==> config.mk <==
export PLATFORM = sky130hd
export DESIGN_NAME = msf_filter_cfg
export DESIGN_NICKNAME = d
export VERILOG_FILES = /design/src/design/msf_pkg.sv /design/src/design/msf_filter_cfg.sv
export SDC_FILE = /design/constraint.sdc
export NUM_CORES = 1
export LEC_CHECK = 0
export ABC_AREA = 1
export ABC_CLOCK_PERIOD_IN_PS = 3400
export BUFFER_PORTS_ARGS = -buffer_cell sky130_fd_sc_hd__buf_2
export CAP_MARGIN = 25
export CORE_ASPECT_RATIO = 1.4
export CORE_MARGIN = 5
export CORE_UTILIZATION = 50
export DETAILED_ROUTE_END_ITERATION = 8
export PLACE_DENSITY = 0.77
export SETUP_SLACK_MARGIN = 0.2
export SYNTH_ARGS = -nofsm -noshare
export SYNTH_HDL_FRONTEND = slang
export SYNTH_SLANG_ARGS = --single-unit
==> constraint.sdc <==
create_clock -name i_clock -period 3.4 [get_ports i_clock]
set_input_delay 0 -clock i_clock [delete_from_list [all_inputs] [get_ports i_clock]]
set_output_delay 0 -clock i_clock [all_outputs]
set_load 0.1 [all_outputs]
==> src/design/msf_pkg.sv <==
// Package: register map, field layouts, rates and timing for the filter config block
package msf_pkg;
  // Register offsets
  localparam logic [7:0] MSF_GYRO_RANGE_FILTER_CFG_ADDR = 8'h1b;
  localparam logic [7:0] MSF_ACCEL_RANGE_CFG_ADDR = 8'h1c;
  localparam logic [7:0] MSF_ACCEL_FILTER_CFG_ADDR = 8'h1d;
  localparam logic [7:0] MSF_LOW_POWER_MODE_CFG_ADDR = 8'h1e;
  // Writable-bit masks, reserved bits held at zero
  localparam logic [7:0] MSF_GYRO_CFG_MASK = 8'hfb;
  localparam logic [7:0] MSF_ACCEL_CFG_MASK = 8'hf8;
  localparam logic [7:0] MSF_ACCEL2_CFG_MASK = 8'h3f;
  localparam logic [7:0] MSF_LP_CFG_MASK = 8'hf0;
  // Reset values
  localparam logic [7:0] MSF_CFG_RESET = 8'h00;
  // Field positions
  localparam int MSF_SELFTEST_LSB = 5;
  localparam int MSF_RANGE_LSB = 3;
  localparam int MSF_ACCEL_AVG_LSB = 4;
  localparam int MSF_ACCEL_BYPASS_BIT = 3;
  localparam int MSF_GYRO_CYCLE_BIT = 7;
  localparam int MSF_GYRO_AVG_LSB = 4;
  // Lowpass settings that keep the 8 kHz gyro rate
  localparam logic [2:0] MSF_GYRO_LP_WIDE_LO = 3'h0;
  localparam logic [2:0] MSF_GYRO_LP_WIDE_HI = 3'h7;
  // Path rates in kHz
  localparam logic [5:0] MSF_RATE_BYPASS_KHZ = 6'h20;
  localparam logic [5:0] MSF_RATE_WIDE_KHZ = 6'h08;
  localparam logic [5:0] MSF_RATE_NARROW_KHZ = 6'h01;
  localparam logic [5:0] MSF_ACCEL_RATE_BYPASS_KHZ = 6'h04;
  // Log2 of accel averaging depth at setting 0 (4 samples)
  localparam logic [2:0] MSF_ACCEL_AVG_LOG2_BASE = 3'h2;
  // Gyro filter modes
  typedef enum logic [1:0] {
    MSF_GF_LOWPASS = 2'b00,
    MSF_GF_BYPASS = 2'b01,
    MSF_GF_AVERAGE = 2'b11
  } msf_gyro_filter_type;
  // Clock and internal sample rate
  localparam int MSF_CLOCK_HZ = 200_000_000;
  localparam int MSF_INTERNAL_RATE_HZ = 1000;
  localparam int MSF_TICK_CYCLES = MSF_CLOCK_HZ / MSF_INTERNAL_RATE_HZ;
  localparam int MSF_CYCLES_PER_US = MSF_CLOCK_HZ / 1_000_000;
  // Accel duty-cycle on-times in microseconds: bypassed, then 4x..32x
  localparam int MSF_TON_BYPASS_US = 1084;
  localparam int MSF_TON_AVG4_US = 1840;
  localparam int MSF_TON_AVG8_US = 2840;
  localparam int MSF_TON_AVG16_US = 4840;
  localparam int MSF_TON_AVG32_US = 8840;
endpackage : msf_pkg

==> src/design/msf_filter_cfg.sv <==
// Filter, range, self-test and low-power configuration registers with rate timing
`timescale 1ns/1ps
// Function
// - Gyro range from bits 4:3
// - Accel range from bits 4:3
// - Gyro bypass field bits 1:0 selects filter
// - Accel bypass bit 3 gives 4 kHz path
// - Accel lowpass setting bits 2:0 when not bypassed
// - Accel low-power averaging 4 to 32 samples
// - Output rate reduced by one plus divider
// - Accel duty-cycled, on-time grows with depth
// - Gyro cycle bit 7 enables low-power, resets 0
// - Gyro averaging bits 6:4, 1x to 128x, reset 0
// - Gyro low-power ignores lowpass setting
// - Internal sample rate is 1 kHz
// - Gyro rate 32, 8 or 1 kHz by setting
module msf_filter_cfg
  import msf_pkg::*;
#(
  parameter int TICK_CYCLES = MSF_TICK_CYCLES,
  parameter int CYCLES_PER_US = MSF_CYCLES_PER_US
) (
  // Clock and reset
  input wire logic i_clock,
  input wire logic i_rst,
  // Register access from the serial interface
  input wire logic i_reg_wr,
  input wire logic i_reg_rd,
  input wire logic [7:0] i_reg_addr,
  input wire logic [7:0] i_reg_wdata,
  output logic [7:0] o_reg_rdata,
  // Settings held in neighbouring registers
  input wire logic [7:0] i_sample_rate_divider,
  input wire logic [2:0] i_gyro_lowpass_setting,
  input wire logic i_accel_low_power,
  // Gyro configuration outputs
  output logic [2:0] o_gyro_selftest,
  output logic [1:0] o_gyro_range_select,
  output logic [1:0] o_gyro_filter_mode,
  output logic [5:0] o_gyro_rate_khz,
  output logic o_gyro_cycle_en,
  output logic [2:0] o_gyro_avg_log2,
  // Accel configuration outputs
  output logic [2:0] o_accel_selftest,
  output logic [1:0] o_accel_range_select,
  output logic o_accel_lowpass_active,
  output logic [2:0] o_accel_lowpass_setting,
  output logic [5:0] o_accel_rate_khz,
  output logic [2:0] o_accel_avg_log2,
  output logic o_accel_power_on,
  // Sample timing
  output logic o_sample_strobe
);

  // All state in one record: config, read data, timing and derived modes
  typedef struct packed {
    logic [7:0] gyro_cfg;
    logic [7:0] accel_cfg;
    logic [7:0] accel2_cfg;
    logic [7:0] lp_cfg;
    logic [7:0] rdata;
    logic [31:0] tick_cnt;
    logic [7:0] div_cnt;
    logic strobe;
    logic [31:0] on_cnt;
    logic power_on;
    logic [1:0] gyro_mode;
    logic [5:0] gyro_rate;
    logic accel_lp_active;
    logic [5:0] accel_rate;
    logic [2:0] accel_avg;
  } msf_state_type;

  msf_state_type st_r;
  msf_state_type st_nxt;

  // On-time counts from the edge after a strobe
  // Deeper averaging needs more samples, so the accel stays powered longer
  // Accel on-time in cycles for the current bypass and depth
  function automatic logic [31:0] msf_ton_cycles(input logic bypass, input logic [1:0] depth);
    int us;
    us = MSF_TON_BYPASS_US;
    if (!bypass) begin
      case (depth)
        2'h0: us = MSF_TON_AVG4_US;
        2'h1: us = MSF_TON_AVG8_US;
        2'h2: us = MSF_TON_AVG16_US;
        default: us = MSF_TON_AVG32_US;
      endcase
    end
    return 32'(us * CYCLES_PER_US);
  endfunction : msf_ton_cycles

  // Register access, decode and timing
  always_comb begin
    logic a_bypass;
    logic [1:0] a_depth;
    logic [1:0] g_bypass;
    logic [2:0] a_lp;
    a_bypass = 1'b0;
    a_depth = 2'h0;
    g_bypass = 2'h0;
    a_lp = 3'h0;
    st_nxt = st_r;
    // Writes keep reserved bits at zero
    if (i_reg_wr) begin
      case (i_reg_addr)
        MSF_GYRO_RANGE_FILTER_CFG_ADDR: st_nxt.gyro_cfg = i_reg_wdata & MSF_GYRO_CFG_MASK;
        MSF_ACCEL_RANGE_CFG_ADDR: st_nxt.accel_cfg = i_reg_wdata & MSF_ACCEL_CFG_MASK;
        MSF_ACCEL_FILTER_CFG_ADDR: st_nxt.accel2_cfg = i_reg_wdata & MSF_ACCEL2_CFG_MASK;
        MSF_LOW_POWER_MODE_CFG_ADDR: st_nxt.lp_cfg = i_reg_wdata & MSF_LP_CFG_MASK;
        default: ;
      endcase
    end
    // Read data, unmapped addresses read zero
    // A read in the same cycle as a write returns the old value
    if (i_reg_rd) begin
      case (i_reg_addr)
        MSF_GYRO_RANGE_FILTER_CFG_ADDR: st_nxt.rdata = st_r.gyro_cfg;
        MSF_ACCEL_RANGE_CFG_ADDR: st_nxt.rdata = st_r.accel_cfg;
        MSF_ACCEL_FILTER_CFG_ADDR: st_nxt.rdata = st_r.accel2_cfg;
        MSF_LOW_POWER_MODE_CFG_ADDR: st_nxt.rdata = st_r.lp_cfg;
        default: st_nxt.rdata = 8'h00;
      endcase
    end
    // Gyro filter mode and path rate
    // Cycle mode wins over the bypass field and ignores the lowpass setting
    // Derived values lag the register field by one edge
    g_bypass = st_r.gyro_cfg[1:0];
    if (st_r.lp_cfg[MSF_GYRO_CYCLE_BIT]) begin
      st_nxt.gyro_mode = MSF_GF_AVERAGE;
      st_nxt.gyro_rate = MSF_RATE_NARROW_KHZ;
    end else if (g_bypass != 2'h0) begin
      st_nxt.gyro_mode = MSF_GF_BYPASS;
      st_nxt.gyro_rate = MSF_RATE_BYPASS_KHZ;
    end else begin
      st_nxt.gyro_mode = MSF_GF_LOWPASS;
      if (i_gyro_lowpass_setting == MSF_GYRO_LP_WIDE_LO ||
          i_gyro_lowpass_setting == MSF_GYRO_LP_WIDE_HI) begin
        st_nxt.gyro_rate = MSF_RATE_WIDE_KHZ;
      end else begin
        st_nxt.gyro_rate = MSF_RATE_NARROW_KHZ;
      end
    end
    // Accel filter path and averaging depth
    // Bypass gives the 4 kHz path; averaging only counts in low-power mode
    a_bypass = st_r.accel2_cfg[MSF_ACCEL_BYPASS_BIT];
    a_depth = st_r.accel2_cfg[MSF_ACCEL_AVG_LSB +: 2];
    a_lp = st_r.accel2_cfg[2:0];
    st_nxt.accel_lp_active = ~a_bypass;
    st_nxt.accel_rate = a_bypass ? MSF_ACCEL_RATE_BYPASS_KHZ : MSF_RATE_NARROW_KHZ;
    st_nxt.accel_avg = (i_accel_low_power && !a_bypass) ?
        MSF_ACCEL_AVG_LOG2_BASE + {1'b0, a_depth} : 3'h0;
    // 1 kHz internal tick
    // Compare by >= so a lowered divider restarts at once, not after a wrap
    st_nxt.strobe = 1'b0;
    if (st_r.tick_cnt >= 32'(TICK_CYCLES - 1)) begin
      st_nxt.tick_cnt = 32'h0;
      // Divide the tick by one plus the divider
      if (st_r.div_cnt >= i_sample_rate_divider) begin
        st_nxt.div_cnt = 8'h00;
        st_nxt.strobe = 1'b1;
      end else begin
        st_nxt.div_cnt = st_r.div_cnt + 8'h01;
      end
    end else begin
      st_nxt.tick_cnt = st_r.tick_cnt + 32'h1;
    end
    // Accel duty cycle: power for on-time from each output sample
    // A strobe period shorter than the on-time keeps the accel powered
    // Leaving low-power mode powers the accel on the next edge
    if (!i_accel_low_power) begin
      st_nxt.power_on = 1'b1;
      st_nxt.on_cnt = 32'h0;
    end else if (st_r.strobe) begin
      st_nxt.power_on = 1'b1;
      st_nxt.on_cnt = msf_ton_cycles(a_bypass, a_depth) - 32'h1;
    end else if (st_r.on_cnt != 32'h0) begin
      st_nxt.on_cnt = st_r.on_cnt - 32'h1;
    end else begin
      st_nxt.power_on = 1'b0;
    end
    // Lowpass setting 0 still uses the filter unless bypassed
    if (a_lp == 3'h0) begin
      st_nxt.accel_lp_active = ~a_bypass;
    end
  end

  // State register
  // Accel starts powered, as in normal mode; config fields clear to zero
  always_ff @(posedge i_clock) begin
    if (i_rst) begin
      st_r <= '0;
      st_r.gyro_cfg <= MSF_CFG_RESET;
      st_r.lp_cfg <= MSF_CFG_RESET;
      st_r.power_on <= 1'b1;
    end else begin
      st_r <= st_nxt;
    end
  end

  // Outputs straight from state flops
  // Self-test, range and low-power fields come straight off the registers
  assign o_reg_rdata = st_r.rdata;
  assign o_gyro_selftest = st_r.gyro_cfg[MSF_SELFTEST_LSB +: 3];
  assign o_gyro_range_select = st_r.gyro_cfg[MSF_RANGE_LSB +: 2];
  assign o_gyro_filter_mode = st_r.gyro_mode;
  assign o_gyro_rate_khz = st_r.gyro_rate;
  assign o_gyro_cycle_en = st_r.lp_cfg[MSF_GYRO_CYCLE_BIT];
  assign o_gyro_avg_log2 = st_r.lp_cfg[MSF_GYRO_AVG_LSB +: 3];
  assign o_accel_selftest = st_r.accel_cfg[MSF_SELFTEST_LSB +: 3];
  assign o_accel_range_select = st_r.accel_cfg[MSF_RANGE_LSB +: 2];
  assign o_accel_lowpass_active = st_r.accel_lp_active;
  assign o_accel_lowpass_setting = st_r.accel2_cfg[2:0];
  assign o_accel_rate_khz = st_r.accel_rate;
  assign o_accel_avg_log2 = st_r.accel_avg;
  assign o_accel_power_on = st_r.power_on;
  assign o_sample_strobe = st_r.strobe;

endmodule : msf_filter_cfg

==> results by stage <==
Route:
- The final route contains 6301 vias.
- The number of antenna-violating nets in the routed design is 0.
- Dividing the detail-routed via count by the number of cells gives 5.18.
- The residual DRC count is 0.
- The number of DRC markers after the initial detailed-route iteration is 364.
- For this block, the routed nets add up to 17.6 mm of wire.
- The first detailed-routing pass took 5 iterations.
- The average routed wire per standard cell is 14.5 um.

Worst setup path:
- The timing startpoint of the critical path is st_r[111].
- The nature of the critical path startpoint is a flip-flop.
- The kind of end point of the critical path is a flip-flop.
- The launch point of the worst reg-to-reg path is st_r[111].
- The cell family contributing the most delay on the critical path is adder cells.
- The maximum fanout along the worst path is 5.
- The number of buffers and inverters on the critical path is 5.
- In this run the worst setup path terminates at st_r[39].
- For the worst setup path, the data required time is 3.71 ns.
- The worst register-to-register path has a depth of 21.
- The setup path with the least slack is of type reg2reg.
- The endpoint of the most critical register-to-register path is st_r[39].
- The largest stage delay on the critical path is 0.51 ns.
- The critical path crosses 21 cells after its start point.
- The register-to-register setup slack is -0.03 ns.
- The signal on the critical path passes through clkinv_4, nand2_4, nor2_4, inv_2, ha_4, inv_2, fa_1, inv_2, ha_4, fa_2, or2_4, nor2_4, nand3_2, nor2_2, nand3_2, nor2_4, nand2_1, nand2_1, nand3_1, nand2_1, inv_1.
- For the worst setup path, the data arrival time is 3.74 ns.
- The slowest stage of the critical path belongs to the cell sky130_fd_sc_hd__fa_1.

Die:
- The floorplan step defined a die boundary enclosing 15800 sq um.
- The die is 147 um tall.
- The row count is 50.
- From left edge to right edge, the die measures 108 um.
- The count of pins on the block boundary is 77.
- For this configuration, the core starts out at a cell density of 50.5%.
- The core region is 13300 sq um.

Finish:
- The area occupied by registers is 2290 sq um.
- The footprint of the multi-input gates is 4040 sq um.
- The final layout contains 1096 nets.
- The number of standard cells in the final layout excluding fillers is 1216.
- The repair_antennas step left the layout with diodes totalling 0.
- Leaving out fill and tap cells, the most frequent cells in the layout are sky130_fd_sc_hd__nand2_1, sky130_fd_sc_hd__nor2_1, sky130_fd_sc_hd__dfxtp_1.
- The most frequent standard cell in the layout excluding fill and tap cells is sky130_fd_sc_hd__nand2_1.
- The post-route netlist has 23.4% of its cells at a drive strength greater than 1.
- The finished cells cover 8390 sq um.
- Once layout is complete, the utilization of the core stands at 63.3%.
- The area growth from synthesis to layout is 25.2%.
- After filler insertion, the fill cell instance count of the layout stands at 1104.

Yosys:
- Of the post-synthesis cell area, the dominant cell type holds 34.1%.
- The average cell area after synthesis is 7.27 sq um.
- The cell count after synthesis came out at 921.
- In this run, synthesis produced a sequential element count of 114.
- The post-synth design cell area is 6700 sq um.
- Of the synthesized area, sequential elements account for 34.1%.
- The fraction of registers with async set/reset is 0%.
- The Yosys step of the flow raised 0 warnings.
- The number of flops mapped to enable cells by yosys is 0.
- The synthesized design spends more area on one cell type than any other, namely sky130_fd_sc_hd__dfxtp_1.
- By area the synthesized netlist is led by sky130_fd_sc_hd__dfxtp_1, sky130_fd_sc_hd__nand2_1, sky130_fd_sc_hd__nor2_1, sky130_fd_sc_hd__ha_1, sky130_fd_sc_hd__inv_1.
- The number of distinct library cell variants in the gate-level netlist after synthesis is 52.
- The most used flip-flop cell after synthesis is sky130_fd_sc_hd__dfxtp_1.

Power:
- Across the VDD grid, the largest voltage drop is 0.409 mV.
- For this design the static power due to leakage is 3.72 nW.
- The power density over the cells is 755 nW/um^2.

Timing:
- The highest achievable clock rate is 292 MHz.
- Headroom to the max-slew limit came out at 58.2%.
- Setup violations remaining at the end of the flow were counted as 2.
- The hold violation total from the final report is 0.
- Setup repair after global routing could not meet its margin everywhere.
- The final critical-path required period is 3.43 ns.
- The transition time of the tightest slew-check pin is 0.622 ns.
- Of the available clock period, the critical path in the final layout requires 101%.
- The maximum clock skew at final layout is 0.00897 ns.
- The number of max-slew violations in the final report is 0.
- After layout, the worst setup slack is -0.0303 ns.
- Hold is met by 0.0421 ns.

CTS:
- Clock tree synthesis selected as its root buffer the cell sky130_fd_sc_hd__clkbuf_16.
- Clock tree synthesis inserted a total of 17 buffers.
- In this run the number of H-tree levels came out at 4.
- The count of clock tree sinks is 114.
- The clock insertion delay at the later pin of the skew report is 0.42 ns.
- The clock transition at the register clock pins on the worst setup and hold paths after CTS is 0.06 ns.
- TritonCTS built the clock tree.
- The longest clock path from root to sink contains 2 buffers.

Place:
- The post-place setup slack is -0.101 ns.
- The placer's final routability congestion estimate is 0.947.
- During placement, the flow inserted port buffers numbering 69.
- The post-detailed-placement cell area is 7150 sq um.
- The total half-perimeter wirelength after legalization and detailed placement is 11.8 mm.
- The number of cells in the design after placement is 1156.

Min path:
- The path type of the worst min-delay path is in2reg.
- The hold-critical path depth is 2.

Global routing:
- The number of antenna violations at the first check in global routing is 0.
- The maximum number of pins on one net before global-route repair is 28.
- The first global-routing pass estimated 27.2 mm of wire.
- The number of global-route vias before repair was 6137.
- Across every metal layer, demand over resource in global routing totals 21.2%.
- After global routing the overflow that remains totals 0.

Status:
- The flow ran to the end, but the final reports show violations.
- The final reports fail on negative setup slack.

Run:
- The max-capacitance violation count is 0.
[cells by family after synthesis]
family | synth area share [%]
compound gates | 9.86
fa+ha+maj | 8.59
xor+xnor | 5.23
buf+inv | 12.0
flops | 34.1
simple gates | 30.2
other cells | 0.0560
[final cells by class]
type,count,share of cell area [%]
Clock inverter,15,2.59
Timing Repair Buffer,120,9.32
Clock buffer,17,5.07
Tap cell,182,2.71
Multi-Input combinational cell,662,48.1
Inverter,106,4.92
Sequential cell,114,27.3
[worst min path at each step]
stage / start / endpoint
2_1_floorplan: i_reg_wdata[2] / o_accel_lowpass_setting[2]
3_3_place_gp: i_reg_wdata[2] / o_accel_lowpass_setting[2]
3_5_place_dp: i_reg_wdata[2] / o_accel_lowpass_setting[2]
4_1_cts: i_rst / o_accel_rate_khz[2]
5_1_grt: i_rst / st_r[54]
6_report: i_rst / o_accel_rate_khz[2]
[power by group]
| group | switching [W] | internal (W) | total [W] |
|---|---|---|---|
| Combinational | 0.00175 | 0.000936 | 0.00269 |
| Clock | 0.000716 | 0.00125 | 0.00197 |
| Sequential | 0.000159 | 0.00152 | 0.00168 |
| Total | 0.00263 | 0.00371 | 0.00634 |
[timing repair]
action | CTS | global route
pin swaps | 9 | 20
hold buffers | 20 | 0
setup buffers | 3 | 5
endpoints found under the hold margin | 32 | 0
endpoints found under the setup margin | 8 | 9
gates resized for setup | 18 | 55
[flip-flops by register name, summed over array words and instances (netlist names)]
name and cells:
st_r 77, o_reg_rdata 8, o_accel_avg_log2 3, o_accel_lowpass_setting 3, o_accel_selftest 3, o_gyro_avg_log2 3, o_gyro_rate_khz 3, o_gyro_selftest 3
o_accel_range_select 2, o_accel_rate_khz 2, o_gyro_filter_mode 2, o_gyro_range_select 2, o_accel_power_on 1, o_gyro_cycle_en 1, o_sample_strobe 1
[metal layers]
layer | global-route usage (%) | vias to the layer above | part of all wire (%)
li1 | - | 3127 | -
met1 | 21.6 | 2868 | 36
met2 | 39.4 | 223 | 53
met3 | 3.82 | 83 | 4.5
met4 | 12.4 | 0 | 5.6
met5 | 0 | - | 0
[metrics by stage]
stage | total power [W] | setup TNS [ns]
2_1_floorplan | 0.00377 | 0
3_3_place_gp | 0.00422 | -0.0134
3_5_place_dp | 0.00426 | -0.289
4_1_cts | 0.00630 | 0
5_1_grt | 0.00674 | -0.896
6_report | 0.00634 | -0.0349
[Yosys cell counts (2+ instances only)]
cell type	count
sky130_fd_sc_hd__nand2_1	162
sky130_fd_sc_hd__nor2_1	129
sky130_fd_sc_hd__dfxtp_1	114
sky130_fd_sc_hd__inv_1	100
sky130_fd_sc_hd__a21oi_1	67
sky130_fd_sc_hd__nand3_1	56
sky130_fd_sc_hd__buf_4	41
sky130_fd_sc_hd__ha_1	38
sky130_fd_sc_hd__o21ai_0	28
sky130_fd_sc_hd__xor2_1	22
sky130_fd_sc_hd__nor3_1	20
sky130_fd_sc_hd__xnor2_1	18
sky130_fd_sc_hd__nor2_2	16
sky130_fd_sc_hd__nand4_1	15
sky130_fd_sc_hd__clkbuf_1	13
sky130_fd_sc_hd__nor4_1	8
sky130_fd_sc_hd__fa_1	5
sky130_fd_sc_hd__nand2_2	5
sky130_fd_sc_hd__or2_2	5
sky130_fd_sc_hd__a211oi_1	4
sky130_fd_sc_hd__nor2_4	4
sky130_fd_sc_hd__o22ai_1	4
sky130_fd_sc_hd__nand2_4	3
sky130_fd_sc_hd__nor3b_1	3
sky130_fd_sc_hd__o21ai_1	3
sky130_fd_sc_hd__o221ai_1	3
sky130_fd_sc_hd__a22oi_1	2
sky130_fd_sc_hd__buf_1	2
sky130_fd_sc_hd__buf_2	2
sky130_fd_sc_hd__buf_6	2
sky130_fd_sc_hd__inv_2	2
sky130_fd_sc_hd__inv_4	2
sky130_fd_sc_hd__nand3_4	2
sky130_fd_sc_hd__nor2_8	2
sky130_fd_sc_hd__o21bai_1	2
(Power assumes the default switching activity.)
